==> config.mk <==
export PLATFORM = sky130hd
export DESIGN_NAME = ecad_top
export DESIGN_NICKNAME = d
export VERILOG_FILES = /design/src/rtl/ecad_pkg.sv /design/src/rtl/ecad_attr_check.sv /design/src/rtl/ecad_ceil_div.sv /design/src/rtl/ecad_top.sv
export SDC_FILE = /design/constraint.sdc
export NUM_CORES = 2
export LEC_CHECK = 0
export BUFFER_PORTS_ARGS = -buffer_cell sky130_fd_sc_hd__buf_2
export CORE_UTILIZATION = 58
export DETAILED_ROUTE_END_ITERATION = 8
export GPL_TIMING_DRIVEN = 0
export PLACE_DENSITY = 0.78
export SLEW_MARGIN = 40
export SYNTH_ARGS = -nofsm -noshare
export SYNTH_HDL_FRONTEND = slang
export SYNTH_SLANG_ARGS = --single-unit
==> constraint.sdc <==
create_clock -name pclk -period 5.4 [get_ports pclk]
set_input_delay 0.54 -clock pclk [delete_from_list [all_inputs] [get_ports pclk]]
set_output_delay 0.54 -clock pclk [all_outputs]
set_load 0.02 [all_outputs]
==> src/rtl/ecad_pkg.sv <==
/*
 * Shared constants and types for the endpoint companion attribute decoder:
 * register map, field positions, endpoint type codes, limits and carriers.
 * Assumes a single 40 MHz APB clock domain.
 */
package ecad_pkg;

    // clock and divider timing
    localparam int          CLK_PERIOD_NS   = 25;
    localparam int          DIV_STEPS       = 32;
    localparam logic [5:0]  DIV_STEPS_C     = 6'(DIV_STEPS);
    localparam int          DIV_LATENCY_MAX = DIV_STEPS + 8;

    // endpoint transfer type codes
    localparam logic [1:0]  EP_CTRL = 2'h0;
    localparam logic [1:0]  EP_ISO  = 2'h1;
    localparam logic [1:0]  EP_BULK = 2'h2;
    localparam logic [1:0]  EP_INT  = 2'h3;

    // descriptor limits
    localparam logic [4:0]  STREAM_EXP_MAX = 5'h10;
    localparam logic [16:0] STREAM_ONE     = 17'h00001;
    localparam logic [1:0]  MULT_MAX       = 2'h2;
    localparam logic [7:0]  BURST_MAX      = 8'h0F;
    localparam int          ATTR_EXT_BIT   = 7;
    localparam logic [15:0] BPI_EXT_VALUE  = 16'h0001;
    localparam logic [15:0] BPI_EXT_NEEDED = 16'hC000;

    // register byte offsets
    localparam logic [7:0]  REG_CTRL    = 8'h00;
    localparam logic [7:0]  REG_DESC    = 8'h04;
    localparam logic [7:0]  REG_MPS     = 8'h08;
    localparam logic [7:0]  REG_XBPI    = 8'h0C;
    localparam logic [7:0]  REG_STREAMS = 8'h10;
    localparam logic [7:0]  REG_MULT    = 8'h14;
    localparam logic [7:0]  REG_PKTS    = 8'h18;
    localparam logic [7:0]  REG_STATUS  = 8'h1C;
    localparam logic [7:0]  REG_MASK    = 8'h20;
    localparam logic [7:0]  REG_CAUSE   = 8'h24;

    // field positions
    localparam int CTRL_START_BIT = 0;
    localparam int CTRL_TYPE_LSB  = 4;
    localparam int DESC_ATTR_LSB  = 0;
    localparam int DESC_BURST_LSB = 8;
    localparam int DESC_BPI_LSB   = 16;
    localparam int ST_DONE        = 0;
    localparam int ST_VIOL        = 1;
    localparam int ST_BUSY        = 2;
    localparam int EV_W           = 2;

    typedef struct packed {
        logic [1:0]  ep_type;
        logic [7:0]  attr;
        logic [7:0]  burst;
        logic [15:0] bpi;
        logic [15:0] mps;
        logic [31:0] xbpi;
    } ecad_desc_t;

    typedef struct packed {
        logic ext_div0;
        logic need_ext;
        logic ctrl_burst;
        logic burst_range;
        logic bpi_nonzero;
        logic bpi_ext;
        logic mult_burst0;
        logic mult_range;
        logic iso_rsvd;
        logic ctl_int_rsvd;
        logic stream_range;
        logic bulk_rsvd;
    } ecad_viol_t;

    typedef struct packed {
        logic        psel;
        logic        penable;
        logic        pwrite;
        logic [7:0]  paddr;
        logic [31:0] pwdata;
    } ecad_apb_req_t;

    typedef enum logic [1:0] {S_IDLE, S_DIV, S_FINISH} ecad_state_t;

endpackage : ecad_pkg

==> src/rtl/ecad_attr_check.sv <==
/*
 * Combinational check of one companion descriptor image: reserved bits,
 * limits, stream count, packets per interval and extended-mode divisor.
 * Assumes the descriptor inputs are held stable by the caller.
 */
`timescale 1ns/1ps
`default_nettype none
module ecad_attr_check
    import ecad_pkg::*;
(
    // descriptor image
    input  wire ecad_desc_t  desc,
    // decoded results
    output ecad_viol_t       viol,
    output logic [16:0]      streams,
    output logic [7:0]       pkts,
    output logic             ext,
    output logic [31:0]      divisor
);
    logic is_ctrl;
    logic is_iso;
    logic is_bulk;
    logic is_int;
    logic [1:0] mult;
    logic [4:0] sexp;

    assign is_ctrl = desc.ep_type == EP_CTRL;
    assign is_iso  = desc.ep_type == EP_ISO;
    assign is_bulk = desc.ep_type == EP_BULK;
    assign is_int  = desc.ep_type == EP_INT;
    assign mult    = desc.attr[1:0];
    assign sexp    = desc.attr[4:0];
    assign ext     = is_iso && desc.attr[ATTR_EXT_BIT];

    assign streams = (is_bulk && sexp != 5'h00 && sexp <= STREAM_EXP_MAX)
                   ? (STREAM_ONE << sexp) : 17'h00000;
    assign viol.stream_range = is_bulk && sexp > STREAM_EXP_MAX;
    assign viol.bulk_rsvd    = is_bulk && desc.attr[7:5] != 3'h0;
    assign viol.ctl_int_rsvd = (is_ctrl || is_int) && desc.attr != 8'h00;
    assign viol.iso_rsvd     = is_iso && desc.attr[6:2] != 5'h00;
    assign viol.mult_range   = is_iso && !ext && mult > MULT_MAX;
    assign viol.mult_burst0  = is_iso && !ext && desc.burst == 8'h00 && mult != 2'h0;
    assign viol.bpi_ext      = ext && desc.bpi != BPI_EXT_VALUE;
    assign viol.bpi_nonzero  = (is_ctrl || is_bulk) && desc.bpi != 16'h0000;
    assign viol.burst_range  = desc.burst > BURST_MAX;
    assign viol.ctrl_burst   = is_ctrl && desc.burst != 8'h00;
    // large budget needs the extended companion
    assign viol.need_ext     = is_iso && !ext && desc.bpi > BPI_EXT_NEEDED;
    // a zero divisor makes the extended quotient meaningless
    assign viol.ext_div0     = ext && divisor == 32'h00000000;

    assign pkts    = 8'(({4'h0, desc.burst[3:0]} + 8'h01) * ({6'h00, mult} + 8'h01));
    assign divisor = {8'h00, 24'(desc.burst * desc.mps)};

endmodule : ecad_attr_check
`default_nettype wire

==> src/rtl/ecad_ceil_div.sv <==
/*
 * Sequential 32-bit divider giving the quotient rounded up.
 * Assumes divisor is nonzero and start is ignored while busy.
 */
`timescale 1ns/1ps
`default_nettype none
module ecad_ceil_div
    import ecad_pkg::*;
(
    // clock and reset
    input  wire logic        pclk,
    input  wire logic        presetn,
    // request
    input  wire logic        start,
    input  wire logic [31:0] dividend,
    input  wire logic [31:0] divisor,
    // answer
    output logic             done,
    output logic [31:0]      quotient
);
    typedef struct packed {
        logic        busy;
        logic        done;
        logic [5:0]  cnt;
        logic [32:0] rem;
        logic [31:0] quo;
        logic [31:0] dvs;
        logic [31:0] res;
    } ecad_div_st_t;

    ecad_div_st_t r_reg;
    ecad_div_st_t r_next;

    always_comb begin
        logic [32:0] rem_sh;
        logic [31:0] quo_sh;
        rem_sh = {r_reg.rem[31:0], r_reg.quo[31]};
        quo_sh = {r_reg.quo[30:0], 1'b0};
        r_next = r_reg;
        r_next.done = 1'b0;
        if (rem_sh >= {1'b0, r_reg.dvs}) begin
            rem_sh = rem_sh - {1'b0, r_reg.dvs};
            quo_sh[0] = 1'b1;
        end
        if (start && !r_reg.busy) begin
            r_next.busy = 1'b1;
            r_next.cnt  = DIV_STEPS_C;
            r_next.rem  = 33'h000000000;
            r_next.quo  = dividend;
            r_next.dvs  = divisor;
        end else if (r_reg.busy) begin
            r_next.rem = rem_sh;
            r_next.quo = quo_sh;
            r_next.cnt = r_reg.cnt - 6'h01;
            if (r_reg.cnt == 6'h01) begin
                r_next.busy = 1'b0;
                r_next.done = 1'b1;
                r_next.res  = quo_sh + {31'h00000000, |rem_sh};
            end
        end
    end

    always_ff @(posedge pclk or negedge presetn) begin
        if (!presetn) begin
            r_reg <= '0;
        end else begin
            r_reg <= r_next;
        end
    end

    assign done     = r_reg.done;
    assign quotient = r_reg.res;

endmodule : ecad_ceil_div
`default_nettype wire

==> src/rtl/ecad_top.sv <==
/*
 * Endpoint companion attribute decoder with APB register access,
 * sticky event status, mask and a level interrupt.
 * Assumes a single-clock APB master on pclk; pready is always high.
 */
// The address map and the APB interface to the registers are this design's own decisions.
// Summary of operation
// - bulk attribute bits 4:0 give stream exponent 0..16, streams equal 2^n for n 1..16 and zero for n 0.
// - bulk attribute bits 7:5 must be zero, else violation.
// - control and interrupt attribute byte must be entirely zero.
// - iso bits 1:0 are Mult; packets equal (burst+1) times (Mult+1).
// - iso Mult never above 2 and zero when burst is zero.
// - iso attribute bits 6:2 must be zero.
// - iso bit 7 announces extended companion; Mult field then ignored.
// - extended Mult is bytes over burst over packet size, rounded up.
// - two-byte interval byte count sits at offset 4, periodic only.
// - with extended companion the interval byte count must be one.
// - control and bulk interval byte count must be zero.
// - burst lies in 0..15 and is zero for control endpoints.
// - iso endpoints above 48K bytes per interval need extended companion.
`timescale 1ns/1ps
`default_nettype none
module ecad_top
    import ecad_pkg::*;
(
    // clock and reset
    input  wire logic          pclk,
    input  wire logic          presetn,
    // apb slave
    input  wire ecad_apb_req_t apb_req,
    output logic [31:0]        prdata,
    output logic               pready,
    output logic               pslverr,
    // events
    output logic               irq,
    output logic               viol_pulse
);
    typedef struct packed {
        ecad_state_t       state;
        ecad_desc_t        desc;
        logic [EV_W-1:0]   status;
        logic [EV_W-1:0]   mask;
        logic [16:0]       streams;
        logic [31:0]       mult;
        logic [31:0]       pkts;
        ecad_viol_t        cause;
        logic              viol_pulse;
        logic              div_start;
        logic [31:0]       rdata;
    } ecad_top_st_t;

    ecad_top_st_t r_reg;
    ecad_top_st_t r_next;

    ecad_viol_t   chk_viol;
    logic [16:0]  chk_streams;
    logic [7:0]   chk_pkts;
    logic         chk_ext;
    logic [31:0]  chk_div;
    logic         div_done;
    logic [31:0]  div_q;
    logic         need_div;
    logic         start_ext;
    logic         wr_acc;
    logic         rd_setup;
    logic         mapped;

    ecad_attr_check u_check (
        .desc    (r_reg.desc),
        .viol    (chk_viol),
        .streams (chk_streams),
        .pkts    (chk_pkts),
        .ext     (chk_ext),
        .divisor (chk_div)
    );

    ecad_ceil_div u_div (
        .pclk     (pclk),
        .presetn  (presetn),
        .start    (r_reg.div_start),
        .dividend (r_reg.desc.xbpi),
        .divisor  (chk_div),
        .done     (div_done),
        .quotient (div_q)
    );

    // type arrives with the start write, so the stored type is still stale
    assign start_ext = apb_req.pwdata[CTRL_TYPE_LSB +: 2] == EP_ISO
                       && r_reg.desc.attr[ATTR_EXT_BIT];
    assign need_div  = start_ext && chk_div != 32'h00000000;
    assign wr_acc   = apb_req.psel && apb_req.penable && apb_req.pwrite;
    assign rd_setup = apb_req.psel && !apb_req.penable && !apb_req.pwrite;

    always_comb begin
        case (apb_req.paddr)
            REG_CTRL, REG_DESC, REG_MPS, REG_XBPI, REG_STREAMS,
            REG_MULT, REG_PKTS, REG_STATUS, REG_MASK, REG_CAUSE: mapped = 1'b1;
            default: mapped = 1'b0;
        endcase
    end

    always_comb begin
        logic            start;
        logic [EV_W-1:0] clr;
        logic [EV_W-1:0] set;
        start = 1'b0;
        clr   = '0;
        set   = '0;
        r_next = r_reg;
        r_next.viol_pulse = 1'b0;
        r_next.div_start  = 1'b0;
        // descriptor image is frozen while a decode runs
        if (wr_acc) begin
            case (apb_req.paddr)
                REG_CTRL: if (r_reg.state == S_IDLE) begin
                    r_next.desc.ep_type = apb_req.pwdata[CTRL_TYPE_LSB +: 2];
                    start = apb_req.pwdata[CTRL_START_BIT];
                end
                REG_DESC: if (r_reg.state == S_IDLE) begin
                    r_next.desc.attr  = apb_req.pwdata[DESC_ATTR_LSB +: 8];
                    r_next.desc.burst = apb_req.pwdata[DESC_BURST_LSB +: 8];
                    r_next.desc.bpi   = apb_req.pwdata[DESC_BPI_LSB +: 16];
                end
                REG_MPS: if (r_reg.state == S_IDLE) begin
                    r_next.desc.mps = apb_req.pwdata[15:0];
                end
                REG_XBPI: if (r_reg.state == S_IDLE) begin
                    r_next.desc.xbpi = apb_req.pwdata;
                end
                REG_STATUS: clr = apb_req.pwdata[EV_W-1:0];
                REG_MASK: r_next.mask = apb_req.pwdata[EV_W-1:0];
                default: ;
            endcase
        end
        case (r_reg.state)
            S_IDLE: if (start) begin
                // mult field ignored in extended mode
                r_next.mult = start_ext ? 32'h00000000 : {30'h00000000, r_reg.desc.attr[1:0]};
                if (need_div) begin
                    r_next.state     = S_DIV;
                    r_next.div_start = 1'b1;
                end else begin
                    r_next.state = S_FINISH;
                end
            end
            S_DIV: if (div_done) begin
                r_next.mult  = div_q;
                r_next.state = S_FINISH;
            end
            S_FINISH: begin
                r_next.streams = chk_streams;
                r_next.pkts = chk_ext
                    ? 32'(({24'h000000, r_reg.desc.burst} + 32'h00000001) * r_reg.mult)
                    : {24'h000000, chk_pkts};
                r_next.cause = chk_viol;
                r_next.viol_pulse = |chk_viol;
                set[ST_DONE] = 1'b1;
                set[ST_VIOL] = |chk_viol;
                r_next.state = S_IDLE;
            end
            default: r_next.state = S_IDLE;
        endcase
        // set wins over a same-cycle clear
        r_next.status = (r_reg.status & ~clr) | set;
        if (rd_setup) begin
            case (apb_req.paddr)
                REG_CTRL:    r_next.rdata = {26'h0000000, r_reg.desc.ep_type, 4'h0};
                REG_DESC:    r_next.rdata = {r_reg.desc.bpi, r_reg.desc.burst, r_reg.desc.attr};
                REG_MPS:     r_next.rdata = {16'h0000, r_reg.desc.mps};
                REG_XBPI:    r_next.rdata = r_reg.desc.xbpi;
                REG_STREAMS: r_next.rdata = {15'h0000, r_reg.streams};
                REG_MULT:    r_next.rdata = r_reg.mult;
                REG_PKTS:    r_next.rdata = r_reg.pkts;
                REG_STATUS:  r_next.rdata = {29'h00000000, r_reg.state != S_IDLE, r_reg.status};
                REG_MASK:    r_next.rdata = {30'h00000000, r_reg.mask};
                REG_CAUSE:   r_next.rdata = {20'h00000, r_reg.cause};
                default:     r_next.rdata = 32'h00000000;
            endcase
        end
    end

    always_ff @(posedge pclk or negedge presetn) begin
        if (!presetn) begin
            r_reg <= '0;
        end else begin
            r_reg <= r_next;
        end
    end

    assign prdata     = r_reg.rdata;
    assign pready     = 1'b1;
    assign pslverr    = apb_req.psel && apb_req.penable && !mapped;
    assign irq        = |(r_reg.status & r_reg.mask);
    assign viol_pulse = r_reg.viol_pulse;

    // checking
    logic [63:0] chk_hi;
    logic [63:0] chk_lo;
    logic        fin;
    logic [1:0]  ty;
    assign chk_hi = 64'(r_reg.mult) * 64'(chk_div);
    assign chk_lo = 64'(r_reg.mult - 32'h00000001) * 64'(chk_div);
    assign fin    = r_reg.state == S_FINISH;
    assign ty     = r_reg.desc.ep_type;
endmodule : ecad_top
`default_nettype wire

==> results.yml <==
outcome:
  status: "finished with violations"
  failed_checks: "negative setup slack"
global_routing:
  grt_max_degree: 72
  overflow: 0
  grt_pass1_vias: 26100
  grt_usage_pct: 38.9
  antenna_found_initial: 8
  grt_pass1_wl_um: 150000
synth:
  synth_area_per_cell_um2: 9.08
  synth_compound_area_share_pct: 12.2
  synth_seq_cells: 343
  yosys.area_share.simple_pct: 18.8
  synth_fa_ha_area_share_pct: 24.0
  synthXorXnorAreaFrac_pct: 3.25
  synth.distinct_cells: 79
  synth_top_family_by_area: "adder cells"
  syn-num-nets: 3649
  synth_edf_count: 0
  yosys_warnings: 0
  synthCells: 3207
  synthesis.area_mm2: 0.0291
  synthFlopType: "dfrtp_1"
  ys_async_sr_fraction_pct: 100
  yosysSeqAreaShare_pct: 29.5
  synth_mux_area_share_pct: 5.21
place:
  placedCellCount: 3954
  gp_congestion: 0.994
  port_buffers: 78
  dp_hpwl_um: 72400
  place_ws_ns: -2.01
setup_path:
  worst-path-buf-inv: 11
  crit_family: "adder cells"
  r2r_slack_ns: -0.59
  cp_slowest_cell: "dfrtp_2"
  reg2reg_depth: 28
  worst-path-max-fanout: 5
  cp.required_ns: 5.86
  path_class: "register to register"
  rr_endpoint: "r_reg[70]"
  crit_arrival_ns: 6.45
  critical_path.max_stage_delay_ns: 0.49
  cp-start-kind: "register"
  r2r_start: "r_reg[195]"
  endpoint_kind: "register"
floorplanning:
  coreArea_mm2: 0.0493
  num_rows: 81
  die_w_um: 226
  start_util_pct: 59.1
  die_h_um: 226
  io_pins: 81
  die_area_mm2: 0.0511
drt:
  drt-pass1-iter-count: 6
  drt_iter0_drc: 3230
  drc: 0
  wl_per_cell_um: 24.3
  vias_per_cell: 6.30
  finalWirelength_um: 101000
  vias: 26000
  final_antenna_net_count: 0
final_layout:
  final_cell_mix: "nand2_1, dfrtp_1, inv_1"
  finalNonFillerCells: 4137
  largest_reg_flops: 180
  layout-drive-gt1-share_pct: 19.9
  area_growth_pct: 19.5
  final_common_cell: "nand2_1"
  nNetsFinal: 3880
power_and_ir_drop:
  p_leak_nw: 16.3
  power_density_mw_per_mm2: 171
  vdd_drop_max_mv: 0.288
  power_mw: 5.96
sta:
  hold_viol: 0
  worstMarginPinSlew_ns: 0.960
  slew_viol_final: 0
  fin_skew_ns: 0.0293
  setup_ws_ns: -0.588
  hold_ws_ns: 0.196
  setup_viol: 26
  period_minus_slack_ns: 5.99
  rsz0062_at_grt: "true"
  period_share_pct: 111
  fin_setup_tns_ns: -7.94
  fmax_mhz: 167
  slew_headroom_pct: 35.4
hold_path:
  hold_start: "apb_req[30]"
  hold_path_depth: 2
  min_to: "r_reg[161]"
  hp-class: "primary input to register"
flow_run:
  cap_violations: 0
clock_network:
  clkSinkCount: 343
  cts-buffers-inserted: 38
  cts_buffer_depth: 3
  clk_pin_slew_ns: 0.07
  cts_tree: "built"
  htreeDepth: 2
  root_buffer: "clkbuf_16"
  clkLatencyLatePin_ns: 0.59
## worst reg2reg max path, delay by kind of cell, from the launching register on
kind | cells | cell delay, ns
flops | 1 | 0.49
buf+inv | 11 | 1.41
compound gates | 6 | 1.11
fa+ha+maj | 7 | 2.36
mux | 1 | 0.15
simple gates | 3 | 0.34
## cells by family after synthesis
logic type                 Yosys count
adders and majority gates          397
muxes                              140
and+or+nand+nor                   1158
xor gates and xnor gates           108
buffers and inverters              509
AOI/OAI and AO/OA                  551
DFF                                343
other                                1
## layer usage
metal / part of all wire, % / GRT usage, % / vias to the layer above
li1: - / - / 11100
met1: 38 / 52.7 / 12900
met2: 45 / 60.8 / 1648
met3: 12 / 9.06 / 381
met4: 5.1 / 14.9 / 2
met5: 0.013 / 0 / -
## Yosys cell counts, types with 7 or more instances
library cell  number  area, um^2
or3_1             12        75.1
nand2_1          532        2000
nand3_1           81         405
mux2_2            93        1050
and3_1            20         125
o21a_1            14         105
dfrtp_1          343        8580
o21bai_1           7        52.6
xor2_1            42         368
o211ai_1          12        90.1
buf_1             16        60.1
a22oi_1           27         203
mux2i_1           47         470
inv_1            294        1100
xnor2_1           66         578
o41ai_1            7        61.3
o21ai_0          198         991
a31o_2            17         149
a222oi_1          20         200
nor2b_1          102         638
o2111ai_1          7        61.3
a31oi_1           33         206
clkbuf_1         156         586
a221oi_1          13         114
a211oi_1          13        97.6
nor4_1            16         100
a22o_1            16         140
a21o_1            24         180
and2_1           131         820
nand2b_1          15        93.8
nand4_1           21         131
nand3b_1           8        60.1
or2_2              8        50.1
buf_4             33         248
a21oi_1           99         495
nor3_1            28         140
o31ai_1            7        52.6
nor2_1           152         571
fa_1             268        5370
ha_1             129        1610
## through the flow
step                      area, um^2  utilization, %
after CTS                      34000            69.1
after detailed placement       30700            62.3
after global routing           34800            70.7
after global placement         30500            62.0
after floorplan                29300               -
final                          34800            70.7
## worst max-delay path by stage
stage                           from    endpoint  cells after the start  slack (ns)
after global routing      r_reg[195]   r_reg[70]                     27       -0.68
after floorplan           r_reg[195]   r_reg[77]                     21       -0.02
after CTS                 r_reg[195]   r_reg[76]                     20       -0.35
after detailed placement  r_reg[196]   r_reg[76]                     23       -2.01
final                     r_reg[195]   r_reg[70]                     28       -0.59
after global placement       presetn  r_reg[155]                      1       -2.69
## area by class of cell
class	instances	area, um^2
buffer	197	1290
clock buffer	46	1020
timing repair buffer	207	1650
tap	664	831
fill	3581	14400
clock inverter	23	382
antenna	6	15.0
multi-input combinational	2355	19900
inverter	296	1120
sequential	343	8590
## report_power, final
group / internal [mW] / switching [mW] / total (mW)
clock: 1.71 / 1.17 / 2.88
combinational: 0.162 / 0.252 / 0.414
sequential: 2.62 / 0.0450 / 2.66
## what timing repair did
action                                  CTS  global route
endpoints found under the setup margin   46            37
resized for setup                       278           142
buffers inserted                         88            34
hold buffers                              1             0
pin swaps                               127           135
endpoints found under the hold margin    58             0
gates cloned                              2             0
Power figures use the tool's default switching activity.
